<file path="config.mk">
export PLATFORM = sky130hd
export DESIGN_NAME = bsacfg_regs
export DESIGN_NICKNAME = d
export VERILOG_FILES = /design/src/hw/bsacfg_pkg.sv /design/src/hw/bsacfg_regs.sv
export VERILOG_INCLUDE_DIRS = /design/src /design/src/hw
export SDC_FILE = /design/constraint.sdc
export NUM_CORES = 1
export LEC_CHECK = 0
export ABC_AREA = 1
export BUFFER_PORTS_ARGS = -buffer_cell sky130_fd_sc_hd__buf_2
export CAP_MARGIN = 20
export CORE_ASPECT_RATIO = 1.4
export CORE_MARGIN = 5
export CORE_UTILIZATION = 30
export CTS_BUF_LIST = sky130_fd_sc_hd__clkbuf_16
export DETAILED_ROUTE_END_ITERATION = 10
export SETUP_SLACK_MARGIN = 0.4
export SYNTH_ARGS = -nofsm -noshare
export SYNTH_HDL_FRONTEND = slang
export SYNTH_SLANG_ARGS = --single-unit
</file>
<file path="constraint.sdc">
create_clock -name clk_sys -period 1.6 [get_ports clk_sys]
set_input_delay 0 -clock clk_sys [delete_from_list [all_inputs] [get_ports clk_sys]]
set_output_delay 0 -clock clk_sys [all_outputs]
set_load 0.1 [all_outputs]
</file>
<file path="src/hw/bsacfg_consts.svh">
// Offsets, field positions, reset values and codes of the register slice.
`ifndef BSACFG_CONSTS_SVH
`define BSACFG_CONSTS_SVH
`define BSACFG_ADDR_FAULT   8'h12
`define BSACFG_ADDR_ACTION  8'h13
`define BSACFG_ADDR_IFCFG   8'h14
`define BSACFG_RST_FAULT    14'h0000
`define BSACFG_RST_IFCFG    16'hc101
`define BSACFG_POR_BIT      0
`define BSACFG_CFG_MSB      15
`define BSACFG_CFG_LSB      14
`define BSACFG_UPIDLE_BIT   13
`define BSACFG_HOST_BIT     8
`define BSACFG_RO_MASK      16'h0100
`define BSACFG_DUAL_UART    2'h3
`define BSACFG_SCAN_BAL_LO  3'h4
`define BSACFG_CELL_LAST    4'hd
`endif

</file>
<file path="src/hw/bsacfg_pkg.sv">
// Types shared by the balance alert and interface configuration slice.
package bsacfg_pkg;
  typedef struct packed {
    logic        valid;
    logic        write;
    logic        from_host_path;
    logic [7:0]  addr;
    logic [15:0] wdata;
  } bsacfg_req_t;

  typedef struct packed {
    logic        valid;
    logic [13:0] fail;
    logic [2:0]  scan_configuration;
  } bsacfg_acq_t;

  typedef enum logic [1:0] {
    BSACFG_RUN   = 2'b00,
    BSACFG_RESET = 2'b01
  } bsacfg_state_t;
endpackage : bsacfg_pkg

</file>
<file path="src/hw/bsacfg_regs.sv">
// Balance switch fault, software action and interface configuration registers.
`include "bsacfg_consts.svh"

// What this block does
// - Set fault bit when balance scan fails
// - Mask fault bits above top cell
// - Fault bits read-only, clear on next balance scan
// - Writing one requests software reset
// - Software reset bit always reads zero
// - Interface field resets to dual UART
// - Software reset keeps interface field
// - Dual UART: only host path writes
// - Upper transmitter idle select set turns idle output enable off
module bsacfg_regs
  import bsacfg_pkg::*;
(
  // Clock and reset
  input  wire logic        clk_sys,
  input  wire logic        rstn,
  // Register command from the serial link decoder
  input  bsacfg_req_t      req,
  output logic [15:0]      rdata_q,
  output logic             rvalid_q,
  // Acquisition results and pack configuration
  input  bsacfg_acq_t      acq,
  input  wire logic [3:0]  top_cell_position_one,
  // Device control
  output logic             software_reset_request,
  output logic [1:0]       interface_config_field,
  output logic             upper_tx_idle_select,
  output logic             upper_transmitter_idle_oe,
  output logic             host_path_indicator
);

  // ----------------------------------------------------------------------
  // Constants
  // ----------------------------------------------------------------------
  localparam int unsigned CH_COUNT  = `BSACFG_CELL_LAST + 1;
  localparam int unsigned LOW_MSB   = `BSACFG_CFG_LSB - 1;
  localparam logic [15:0] IFCFG_RST = `BSACFG_RST_IFCFG;
  localparam logic [15:0] RO_MASK   = `BSACFG_RO_MASK;
  localparam logic [15:0] RD_IDLE   = 16'h0000;

  // ----------------------------------------------------------------------
  // Command decoding and write qualification
  // ----------------------------------------------------------------------
  logic [13:0]   fault_q;
  logic [1:0]    cfg_field_q;
  logic [13:0]   cfg_low_q;
  logic [15:0]   ifcfg_word;
  bsacfg_state_t state_q;
  logic          soft_rst;
  logic          rd_req;
  logic          path_ok;
  logic          wr_ok;
  logic          wr_action;
  logic          wr_ifcfg;
  logic          por_take;
  logic          acq_take;
  logic [13:0]   cell_mask;
  logic [15:0]   rd_word;

  assign ifcfg_word = {cfg_field_q, cfg_low_q};
  assign soft_rst   = (state_q == BSACFG_RESET);
  assign rd_req     = req.valid && !req.write;
  assign path_ok    = (cfg_field_q != `BSACFG_DUAL_UART) ||
                      req.from_host_path;
  assign wr_ok      = req.valid && req.write && path_ok;
  assign wr_action  = wr_ok && (req.addr == `BSACFG_ADDR_ACTION);
  assign wr_ifcfg   = wr_ok && (req.addr == `BSACFG_ADDR_IFCFG);
  assign por_take   = wr_action && req.wdata[`BSACFG_POR_BIT];
  assign acq_take   = acq.valid &&
                      (acq.scan_configuration >= `BSACFG_SCAN_BAL_LO);

  genvar gi;
  generate
    for (gi = 0; gi < CH_COUNT; gi++)
    begin : g_mask
      assign cell_mask[gi] = (4'(gi) <= top_cell_position_one);
    end
  endgenerate

  // ----------------------------------------------------------------------
  // Software reset sequencing
  // ----------------------------------------------------------------------
  always_ff @(posedge clk_sys or negedge rstn)
  begin
    if (!rstn)
    begin
      state_q <= BSACFG_RUN;
    end
    else if (soft_rst)
    begin
      state_q <= BSACFG_RUN;
    end
    else if (por_take)
    begin
      state_q <= BSACFG_RESET;
    end
  end

  assign software_reset_request = soft_rst;

  // ----------------------------------------------------------------------
  // Balance switch fault bits
  // ----------------------------------------------------------------------
  always_ff @(posedge clk_sys or negedge rstn)
  begin
    if (!rstn)
    begin
      fault_q <= `BSACFG_RST_FAULT;
    end
    else if (soft_rst)
    begin
      fault_q <= `BSACFG_RST_FAULT;
    end
    else if (acq_take)
    begin
      fault_q <= acq.fail & cell_mask;
    end
  end

  // ----------------------------------------------------------------------
  // Interface configuration field
  // ----------------------------------------------------------------------
  always_ff @(posedge clk_sys or negedge rstn)
  begin
    if (!rstn)
    begin
      cfg_field_q <= IFCFG_RST[`BSACFG_CFG_MSB:`BSACFG_CFG_LSB];
    end
    else if (soft_rst)
    begin
      cfg_field_q <= cfg_field_q;
    end
    else if (wr_ifcfg)
    begin
      cfg_field_q <= req.wdata[`BSACFG_CFG_MSB:`BSACFG_CFG_LSB];
    end
  end

  // ----------------------------------------------------------------------
  // Remaining configuration bits, host path indicator kept read-only
  // ----------------------------------------------------------------------
  always_ff @(posedge clk_sys or negedge rstn)
  begin
    if (!rstn)
    begin
      cfg_low_q <= IFCFG_RST[LOW_MSB:0];
    end
    else if (soft_rst)
    begin
      cfg_low_q <= IFCFG_RST[LOW_MSB:0];
    end
    else if (wr_ifcfg)
    begin
      cfg_low_q <= (req.wdata[LOW_MSB:0] & ~RO_MASK[LOW_MSB:0]) |
                   (cfg_low_q & RO_MASK[LOW_MSB:0]);
    end
  end

  // ----------------------------------------------------------------------
  // Configuration outputs
  // ----------------------------------------------------------------------
  assign interface_config_field    = cfg_field_q;
  assign upper_tx_idle_select      = ifcfg_word[`BSACFG_UPIDLE_BIT];
  assign upper_transmitter_idle_oe = ~ifcfg_word[`BSACFG_UPIDLE_BIT];
  assign host_path_indicator       = ifcfg_word[`BSACFG_HOST_BIT];

  // ----------------------------------------------------------------------
  // Read path
  // ----------------------------------------------------------------------
  always_comb
  begin
    rd_word = RD_IDLE;
    unique case (req.addr)
      `BSACFG_ADDR_FAULT:
      begin
        rd_word = {2'h0, fault_q & cell_mask};
      end
      `BSACFG_ADDR_ACTION:
      begin
        rd_word = RD_IDLE;
      end
      `BSACFG_ADDR_IFCFG:
      begin
        rd_word = ifcfg_word;
      end
      default:
      begin
        rd_word = RD_IDLE;
      end
    endcase
  end

  always_ff @(posedge clk_sys or negedge rstn)
  begin
    if (!rstn)
    begin
      rvalid_q <= 1'b0;
    end
    else
    begin
      rvalid_q <= rd_req;
    end
  end

  always_ff @(posedge clk_sys or negedge rstn)
  begin
    if (!rstn)
    begin
      rdata_q <= RD_IDLE;
    end
    else if (rd_req)
    begin
      rdata_q <= rd_word;
    end
  end

endmodule : bsacfg_regs

</file>
==> results of run 1 <==
## how the worst min path moves through the flow
stage	cells after the start	start	slack (ns)	end
after global routing	3	acq[5]	0.01	fault_q[2]
after detailed placement	1	rstn	0.02	state_q[0]
after CTS	4	req[23]	-0.002	state_q[0]
after floorplan	0	rstn	-0.30	cfg_low_q[10]
after global placement	1	rstn	0.01	state_q[0]
final	3	acq[10]	-0.0002	fault_q[7]
## Yosys cell counts
library cell / count
buf_2: 7
or2_2: 2
nand4_1: 16
nand2_2: 1
dfstp_2: 4
nand2_4: 1
o21ai_1: 4
clkbuf_1: 5
buf_4: 2
nor2_4: 4
a31oi_1: 1
o22ai_1: 4
nor2_1: 17
inv_2: 7
clkinv_4: 1
buf_6: 1
o21ai_0: 14
dfrtp_1: 44
inv_1: 14
nand3_1: 39
nand2_1: 108
nor4_1: 1
a21oi_1: 1
nand3_2: 10
## cell type report
cell class,instances,area [um^2],area share [%]
Sequential cell,48,1220,34.5
Clock buffer,5,125,3.53
Timing Repair Buffer,117,850,24.0
Tap cell,102,128,3.60
Inverter,22,92.6,2.61
Clock inverter,3,13.8,0.388
Multi-Input combinational cell,223,1110,31.4
## per-layer routing
metal | up-vias | track usage (%)
met5 | - | 0
met4 | 0 | 5.09
met3 | 8 | 2.31
met2 | 59 | 26.2
met1 | 1104 | 16.3
li1 | 1230 | -
## report_power, final
group	internal [W]	total (W)	switching, W
combinational	0.000185	0.000431	0.000246
clock	0.000568	0.000997	0.000429
sequential	0.00127	0.00130	0.0000298
total	0.00203	0.00273	0.000705
## worst max-delay path, stage by stage, from the launching register on
cell	delay (ns)
dfstp_4	0.64
nand2_4	0.05
nor2_4	0.12
nor2_4	0.07
buf_8	0.14
nand4_1	0.09
nand2_1	0.05
## registers in the layout, indices dropped and copies added (netlist names)
signal,cells
state_q,1
interface_config_field,2
cfg_low_q,14
fault_q,14
rdata_q,16
rvalid_q,1
## layout by cell type (no fill, tap or decap)
master	synthesis	final
nand2_1	108	106
buf_2	7	66
dfrtp_1	44	42
nand3_1	39	38
dlygate4sd3_1	0	33
nand4_1	16	16
nor2_1	17	14
inv_1	14	13
o21ai_0	14	13
buf_4	2	12
nand3_2	10	11
nor2_4	4	6
inv_2	7	6
o21ai_1	4	5
clkbuf_16	0	5
o22ai_1	4	4
clkinv_2	0	3
dfstp_4	0	3
buf_12	0	3
nand2_2	1	2
or2_2	2	2
dfrtp_4	0	2
clkinvlp_4	0	1
clkinv_4	1	1
nand2_4	1	1
nand2_8	0	1
a31oi_1	1	1
a21oi_1	1	1
nor2_2	0	1
nor4_1	1	1
dfstp_2	4	1
clkinv_1	0	1
dlymetal6s4s_1	0	1
buf_6	1	1
buf_8	0	1
## cell families (layout without fill, tap and decap cells)
logic type | Yosys count | in the layout | share of synthesized area [%]
simple gates | 199 | 199 | 38.7
flops | 48 | 48 | 49.3
buf+inv | 37 | 147 | 6.85
compound gates | 24 | 24 | 5.17
## through the flow
stage | area [um^2] | util (%) | total power, W | setup slack, ns | hold WS (ns)
final | 3550 | 44.1 | 0.00273 | 0.322 | -0.000236
after global placement | 2970 | 36.9 | 0.00167 | 0.314 | 0.0122
after CTS | 3500 | 43.5 | 0.00275 | 0.315 | -0.00225
after global routing | 3550 | 44.1 | 0.00286 | 0.271 | 0.0122
after detailed placement | 2970 | 36.9 | 0.00168 | 0.285 | 0.0193
after floorplan | 2500 | - | 0.00153 | 0.156 | -0.296
## timing repair
item	in CTS	in global routing
setup endpoints to repair	20	26
buffers inserted	3	3
resized for setup	8	4
hold buffers	34	0
pin swaps	2	3
endpoints found under the hold margin	48	0
==> flow_metrics.env, run 1 <==
export IMPL_status="finished, violations left"
export IMPL_violations="negative hold slack"
export IMPL_syn_area_per_cell_um2=7.94
export IMPL_cellPowerDensity_mw_per_mm2=770
export IMPL_finalHoldViolations=1
export IMPL_yosysWarnings=0
export IMPL_antenna_left=0
export IMPL_fin_crit_ns=1.28
export IMPL_cp_start_kind="register"
export IMPL_final_max_slew_viol_count=0
export IMPL_root_buffer="clkbuf_16"
export IMPL_grt_pass1_wl_mm=11.2
export IMPL_synth_top_cell_by_area="dfrtp_1"
export IMPL_cts_sinks=48
export IMPL_tns_ns=0
export IMPL_wl_per_cell_um=13.2
export IMPL_drive_above_1_share_pct=30.9
export IMPL_drc=0
export IMPL_cp_data_required_time_ns=1.78
export IMPL_ys_ff_latch=48
export IMPL_worstReg2RegStart="interface_config_field[1]"
export IMPL_grt_use_total_pct=14.1
export IMPL_cap_violations=0
export IMPL_rr_worst_depth=6
export IMPL_die_area_mm2=0.0101
export IMPL_grt_overflow_total=0
export IMPL_cts_tree="done"
export IMPL_timing_fmax_mhz=782
export IMPL_stdcell_count=520
export IMPL_antenna_found_initial=0
export IMPL_setup_viol_count_final=0
export IMPL_synth_area_mm2=0.00245
export IMPL_fp_coreArea_mm2=0.00805
export IMPL_hold_ws_ns=-0.000236
export IMPL_rsz0062_at_grt="yes"
export IMPL_clk_pin_slew_ns=0.06
export IMPL_met1_length_mm=2.68
export IMPL_slew_headroom_pct=64.2
export IMPL_arrival_ns=1.46
export IMPL_dpl_cell_count=472
export IMPL_synth_top_cell_area_share_pct=45.0
export IMPL_path_max_fanout=12
export IMPL_firstDrtPassIters=4
export IMPL_cp_end_kind="register"
export IMPL_gp_congestion=0.818
export IMPL_r2r_slack_ns=0.32
export IMPL_r2r_end="cfg_low_q[4]"
export IMPL_fillers=825
export IMPL_dp_hpwl_mm=5.11
export IMPL_setup_worst_path_class="reg -> reg"
export IMPL_period_share_pct=79.9
export IMPL_synth_nets=359
export IMPL_wl_met2_mm=3.71
export IMPL_n_antenna_cell=0
export IMPL_critical_path_startpoint="interface_config_field[1]"
export IMPL_endpoint="cfg_low_q[4]"
export IMPL_placementRows=39
export IMPL_area_growth_pct=45.0
export IMPL_clock_skew_ns=0.00303
export IMPL_ys_types=24
export IMPL_start_util_pct=30.4
export IMPL_hold_path_class="in -> reg"
export IMPL_p_leak_nw=1.84
export IMPL_vias_per_cell=4.62
export IMPL_dieHeight_um=117
export IMPL_highest_layer="met4"
export IMPL_wl_mm=6.86
export IMPL_io_buffers=70
export IMPL_grt_max_degree=30
export IMPL_dr_wl_met3_um=330
export IMPL_fin_nets=468
export IMPL_vias=2401
export IMPL_clk_latency_ns=0.28
export IMPL_netlist_top_cells_area="dfrtp_1 (45%), nand2_1 (17%), nand3_1 (8.0%), dfstp_2 (4.3%), nand3_2 (4.1%)"
export IMPL_tightest_slew_ns=0.538
export IMPL_synth_seq_area_share_pct=49.3
export IMPL_h_tree_depth=2
export IMPL_pin_count=74
export IMPL_drt_first_iter_violations=154
export IMPL_grt_pass1_vias=2349
export IMPL_die_x_um=86.3
export IMPL_clock_path_buffers=2
export IMPL_numCtsBuffers=5
export IMPL_synthCells=308
export IMPL_vdd_drop_max_mv=0.460
No activity file was read; power rests on OpenSTA's default activity.
==> inputs of run 2 (changes only) <==
--- a/config.mk
+++ b/config.mk
@@ -6,7 +6,7 @@
 export SDC_FILE = /design/constraint.sdc
 export NUM_CORES = 1
 export LEC_CHECK = 0
-export ABC_AREA = 1
+export ABC_AREA = 0
 export BUFFER_PORTS_ARGS = -buffer_cell sky130_fd_sc_hd__buf_2
 export CAP_MARGIN = 20
 export CORE_ASPECT_RATIO = 1.4
==> constraint.sdc (replaced) <==
create_clock -name clk_sys -period 1.2 [get_ports clk_sys]
set_input_delay 0 -clock clk_sys [delete_from_list [all_inputs] [get_ports clk_sys]]
set_output_delay 0 -clock clk_sys [all_outputs]
set_load 0.1 [all_outputs]
==> run 2 against run 1 <==
  * Cell count shrank 22%
  * The run ends with negative setup slack left
  * Sequential cell count is the same
  * Hold slack gained 0.076 ns
  * Largest power group unchanged
==> flow_metrics.env, run 2 <==
export IMPL_status="finished, violations left"
export IMPL_violations="negative setup slack"
export IMPL_endpoint="cfg_low_q[13]"
export IMPL_critical_path_cell_chain="and3b_1 > or3_4 > nor3_4 > buf_6 > a22o_1"
export IMPL_antenna_left=0
export IMPL_path_max_fanout=13
export IMPL_cp_end_kind="register"
export IMPL_finalHoldViolations=0
export IMPL_start_util_pct=30.3
export IMPL_top_regs="rdata_q (16), cfg_low_q (14), fault_q (14)"
export IMPL_cts_sinks=48
export IMPL_io_buffers=70
export IMPL_synth_common_cells="dfrtp_1 (44), nand2_1 (21), a22o_1 (17)"
export IMPL_synth_seq_area_share_pct=58.2
export IMPL_synth_top_cell_area_share_pct=53.1
export IMPL_critical_path_startpoint="interface_config_field[1]"
export IMPL_cpPeakStageDelay_ns=0.46
export IMPL_cellPowerDensity_mw_per_mm2=933
export IMPL_root_buffer="clkbuf_16"
export IMPL_clk_latency_ns=0.29
export IMPL_die_area_mm2=0.00870
export IMPL_dpl_cell_count=359
export IMPL_rr_worst_depth=5
export IMPL_fp_coreArea_mm2=0.00685
export IMPL_timing_fmax_mhz=613
export IMPL_drt_first_iter_violations=98
export IMPL_stdcell_count=407
export IMPL_cp_data_required_time_ns=1.42
export IMPL_die_x_um=80.3
export IMPL_fin_crit_ns=1.63
export IMPL_final_max_slew_viol_count=0
export IMPL_cp_start_kind="register"
export IMPL_numCtsBuffers=5
export IMPL_pin_count=74
export IMPL_final_common_cell="buf_2"
export IMPL_seqCellArea_mm2=0.00126
export IMPL_vias_per_cell=4.87
export IMPL_wl_mm=6.40
export IMPL_p_leak_nw=1.72
export IMPL_utilization_pct=56.7
export IMPL_regMostFlops="rdata_q"
export IMPL_dieHeight_um=108
export IMPL_dp_hpwl_mm=4.53
export IMPL_tns_ns=-7.86
export IMPL_r2r_slack_ns=-0.43
export IMPL_clock_path_buffers=2
export IMPL_yosysMostFrequentCell="dfrtp_1"
export IMPL_yosysWarnings=0
export IMPL_area_growth_pct=87.3
export IMPL_grt_max_degree=49
export IMPL_drc=0
export IMPL_synth_top_cell_by_area="dfrtp_1"
export IMPL_setup_viol_count_final=31
export IMPL_period_share_pct=136
export IMPL_crit_path_top_delay_cell="dfstp_4"
export IMPL_gp_congestion=0.802
export IMPL_h_tree_depth=2
export IMPL_clock_skew_ns=0.00554
export IMPL_vias=1981
export IMPL_setup_worst_path_class="reg -> reg"
export IMPL_multiInputGateArea_um2=955
export IMPL_worstReg2RegStart="interface_config_field[1]"
export IMPL_synth_nets=231
export IMPL_synth_edff_count=0
export IMPL_ys_types=35
export IMPL_dp_worst_setup_slack_ns=-0.513
export IMPL_tightest_slew_ns=0.674
export IMPL_fin_ws_ns=-0.433
export IMPL_fillers=589
export IMPL_r2r_end="cfg_low_q[13]"
export IMPL_grt_pass1_wl_mm=10.6
export IMPL_mostFrequentLayoutCells="buf_2 (46), dlygate4sd3_1 (31), buf_12 (28), dfrtp_1 (25), nand2_1 (18)"
export IMPL_arrival_ns=1.85
export IMPL_vdd_drop_max_mv=0.568
export IMPL_cap_violations=0
export IMPL_fin_nets=362
export IMPL_syn_area_per_cell_um2=11.5
export IMPL_clk_pin_slew_ns=0.06
export IMPL_synthCells=180
export IMPL_n_antenna_cell=0
export IMPL_hold_path_class="in -> reg"
export IMPL_firstDrtPassIters=4
export IMPL_async_flop_share_pct=100
export IMPL_drive_above_1_share_pct=53.8
export IMPL_ys_ff_latch=48
export IMPL_largest_reg_flops=16
export IMPL_grt_pass1_vias=2191
export IMPL_placementRows=36
export IMPL_rsz0062_at_grt="yes"
export IMPL_cts_tree="done"
export IMPL_synth_flop_cell="dfrtp_1"
export IMPL_synth_area_mm2=0.00207
export IMPL_antenna_found_initial=0
export IMPL_netlist_top_cells_area="dfrtp_1 (53%), a22o_1 (7.2%), dfstp_2 (5.1%), a32o_1 (3.9%), nand2_1 (3.8%)"
export IMPL_wl_per_cell_um=15.7
export IMPL_grt_use_total_pct=15.8
export IMPL_slew_headroom_pct=54.6
export IMPL_grt_overflow_total=0
-- run 2: kinds of logic (layout without fill, tap and decap cells) --
logic type             Yosys count  in the layout  synth area share [%]
AO/OA/AOI/OAI                   61             61                  23.2
flip-flops                      48             48                  58.2
AND/OR/NAND/NOR                 53             53                  13.8
multiplexers                     2              2                  1.09
buffers and inverters           16            148                  3.80
-- run 2: stage by stage --
stage | cell area, um^2 | total power [W] | hold WS, ns
2_1_floorplan | 2190 | 0.00196 | -0.296
3_3_place_gp | 2920 | 0.00219 | 0.00344
3_5_place_dp | 2920 | 0.00220 | 0.00515
4_1_cts | 3830 | 0.00365 | 0.0663
5_1_grt | 3880 | 0.00378 | 0.0883
6_report | 3880 | 0.00362 | 0.0762
-- run 2: how the worst min path moves through the flow --
stage | from | end | slack (ns) | depth (start not counted)
finish | top_cell_position_one[2] | rdata_q[12] | 0.08 | 3
global route | top_cell_position_one[2] | fault_q[12] | 0.09 | 3
CTS | top_cell_position_one[2] | rdata_q[12] | 0.07 | 3
detailed placement | rstn | state_q[0] | 0.005 | 2
global placement | rstn | rvalid_q | 0.003 | 2
floorplan | rstn | cfg_low_q[10] | -0.30 | 0
-- run 2: worst max-delay path, delay by kind of cell (launching register included) --
| family | cells | cell delay (ns) |
|---|---|---|
| and+or+nand+nor | 3 | 0.78 |
| buffers and inverters | 1 | 0.19 |
| DFF | 1 | 0.46 |
| AOI/OAI and AO/OA | 1 | 0.14 |
-- run 2: repair_timing --
action / in CTS / in global routing
pin swaps: 16 / 16
buffers inserted: 6 / 2
gates resized for setup: 98 / 10
hold buffers: 31 / 0
setup endpoints to repair: 70 / 70
endpoints found under the hold margin: 78 / 0
gates cloned: 1 / 0
-- run 2: where the power goes --
group	switching [W]	internal [W]	total, W
Sequential	0.0000418	0.00169	0.00173
Combinational	0.000276	0.000294	0.000569
Clock	0.000564	0.000757	0.00132
-- run 2: area by class of cell --
cell class              instances  area share [%]
repair buffers                134            35.7
clock buffers                   5            3.22
well taps                      95            3.06
flip-flops and latches         48            32.4
inverters                       6           0.677
multi-input cells             116            24.6
clock inverters                 3           0.354
-- run 2: routing by layer --
layer  track usage [%]  share of wire, %
met1              17.7                39
met4              8.33               3.8
met2              28.6                54
met5                 0                 0
met3              2.25               2.5
==> inputs of run 3 (changes only) <==
--- a/config.mk
+++ b/config.mk
@@ -9,11 +9,14 @@
 export ABC_AREA = 0
 export BUFFER_PORTS_ARGS = -buffer_cell sky130_fd_sc_hd__buf_2
 export CAP_MARGIN = 20
+export CELL_PAD_IN_SITES_DETAIL_PLACEMENT = 0
+export CELL_PAD_IN_SITES_GLOBAL_PLACEMENT = 1
 export CORE_ASPECT_RATIO = 1.4
 export CORE_MARGIN = 5
 export CORE_UTILIZATION = 30
 export CTS_BUF_LIST = sky130_fd_sc_hd__clkbuf_16
 export DETAILED_ROUTE_END_ITERATION = 10
+export PLACE_DENSITY_LB_ADDON = 0.1
 export SETUP_SLACK_MARGIN = 0.4
 export SYNTH_ARGS = -nofsm -noshare
 export SYNTH_HDL_FRONTEND = slang
==> run 3 against run 2 <==
  * The flow still finishes with violations (negative setup slack)
  * Power is 8.7% higher
  * First-iteration DRC count is 34% lower
  * Combinational power is 5.4% higher
  * Register-to-register slack hardly changed
  * Sequential cell count stayed put
  * Critical path type unchanged
  * Fmax is 0.74% higher
  * Largest power group unchanged
==> flow_metrics.env, run 3 (synthesized netlist as in run 2, its figures left out) <==
export IMPL_cp_start_kind="register"
export IMPL_grt_overflow_total=0
export IMPL_fp_coreArea_mm2=0.00685
export IMPL_wl_per_cell_um=16.4
export IMPL_clk_pin_slew_ns=0.07
export IMPL_dieHeight_um=108
export IMPL_status="finished, violations left"
export IMPL_dr_wl_met3_um=266
export IMPL_tns_ns=-8.16
export IMPL_start_util_pct=30.3
export IMPL_cts_tree="done"
export IMPL_dpl_cell_count=359
export IMPL_die_area_mm2=0.00870
export IMPL_firstDrtPassIters=4
export IMPL_final_max_slew_viol_count=0
export IMPL_gp_congestion=0.735
export IMPL_cts_sinks=48
export IMPL_dp_worst_setup_slack_ns=-0.535
export IMPL_p_leak_nw=1.75
export IMPL_area_growth_pct=91.7
export IMPL_violations="negative setup slack"
export IMPL_clock_path_buffers=2
export IMPL_hold_path_class="in -> reg"
export IMPL_antenna_left=0
export IMPL_cap_violations=0
export IMPL_wl_met2_mm=3.49
export IMPL_vias=2014
export IMPL_arrival_ns=1.85
export IMPL_die_x_um=80.3
export IMPL_regMostFlops="rdata_q"
export IMPL_largest_reg_flops=16
export IMPL_final_common_cell="buf_2"
export IMPL_seqCellArea_mm2=0.00126
export IMPL_drive_above_1_share_pct=54.4
export IMPL_io_buffers=70
export IMPL_h_tree_depth=2
export IMPL_clock_skew_ns=0.00504
export IMPL_vias_per_cell=4.85
export IMPL_grt_max_degree=49
export IMPL_rsz0062_at_grt="yes"
export IMPL_highest_layer="met4"
export IMPL_slew_headroom_pct=64.9
export IMPL_met1_length_mm=2.91
export IMPL_antenna_found_initial=0
export IMPL_setup_worst_path_class="reg -> reg"
export IMPL_dp_hpwl_mm=4.71
export IMPL_cp_end_kind="register"
export IMPL_tightest_slew_ns=0.522
export IMPL_timing_fmax_mhz=617
export IMPL_drt_first_iter_violations=65
export IMPL_setup_viol_count_final=32
export IMPL_finalHoldViolations=0
export IMPL_period_share_pct=135
export IMPL_stdcell_count=415
export IMPL_fin_nets=370
export IMPL_grt_pass1_wl_mm=10.7
export IMPL_grt_use_total_pct=16.1
export IMPL_placementRows=36
export IMPL_n_antenna_cell=0
export IMPL_drc=0
export IMPL_numCtsBuffers=5
export IMPL_clk_latency_ns=0.29
export IMPL_grt_pass1_vias=2068
export IMPL_root_buffer="clkbuf_16"
export IMPL_multiInputGateArea_um2=925
export IMPL_fillers=601
export IMPL_mostFrequentLayoutCells="buf_2 (45), dlygate4sd3_1 (32), buf_12 (29), dfrtp_1 (25), buf_4 (23)"
export IMPL_cellPowerDensity_mw_per_mm2=991
export IMPL_top_regs="rdata_q (16), cfg_low_q (14), fault_q (14)"
export IMPL_cp_data_required_time_ns=1.43
export IMPL_wl_mm=6.80
export IMPL_pin_count=74
export IMPL_fin_crit_ns=1.62
export IMPL_fin_ws_ns=-0.421
export IMPL_power_total_w=0.00394
export IMPL_vdd_drop_max_mv=0.779
export IMPL_path_max_fanout=13
## run 3: changes by cell type in the layout (fill, tap and decap cells not counted), sizes merged
cell / previous run / this run
dlygate4sd3: 31 / 32
bufinv: 0 / 1
clkinv: 3 / 2
buf: 102 / 109
## run 3: critical path: stages (launching register included)
cell and delay [ns]:
dfstp_4 0.46, and3b_1 0.19, or3_4 0.35, nor3_4 0.21
buf_6 0.20, a22o_1 0.14
## run 3: final timing paths
kind	start	endpoint	slack [ns]	depth (start not counted)
hold reg to reg	cfg_low_q[0]	cfg_low_q[0]	0.49	2
max in group asynchronous	rstn	interface_config_field[0]	0.69	3
setup reg to reg	interface_config_field[1]	cfg_low_q[5]	-0.42	5
setup / recovery	interface_config_field[1]	cfg_low_q[5]	-0.42	5
hold / removal	top_cell_position_one[1]	fault_q[6]	0.04	3
min in group asynchronous	rstn	rdata_q[2]	0.21	3
## run 3: area by class of cell
| cell class | count | area share (%) |
|---|---|---|
| Clock inverter | 3 | 1.07 |
| Clock buffer | 5 | 3.15 |
| Sequential cell | 48 | 31.7 |
| Tap cell | 95 | 2.99 |
| Timing Repair Buffer | 142 | 37.2 |
| Inverter | 6 | 0.661 |
| Multi-Input combinational cell | 116 | 23.3 |
## run 3: timing repair
action	4_1_cts	5_1_grt
pin swaps	10	19
endpoints found under the setup margin	69	70
gates resized for setup	99	9
endpoints found under the hold margin	79	0
setup buffers	9	5
cloned	1	1
hold buffers	32	0
## run 3: per-layer routing
metal / up-vias / GRT usage (%)
met4: 0 / 5.19
met2: 54 / 28.2
met5: - / 0
li1: 961 / -
met1: 990 / 20.1
met3: 9 / 2.58
## run 3: per-stage QoR
step	util, %	hold slack [ns]	area [um^2]
final	58.1	0.0352	3980
after global routing	58.1	0.0454	3980
after CTS	56.5	0.0155	3870
after detailed placement	42.3	0.00707	2900
after global placement	42.3	0.00765	2900
after floorplan	-	-0.296	2190
## run 3: power by group
part / switching [W] / total (W) / internal (W)
registers: 0.0000395 / 0.00173 / 0.00169
logic: 0.000281 / 0.000600 / 0.000319
clock network: 0.000630 / 0.00161 / 0.000981
total: 0.000951 / 0.00394 / 0.00299
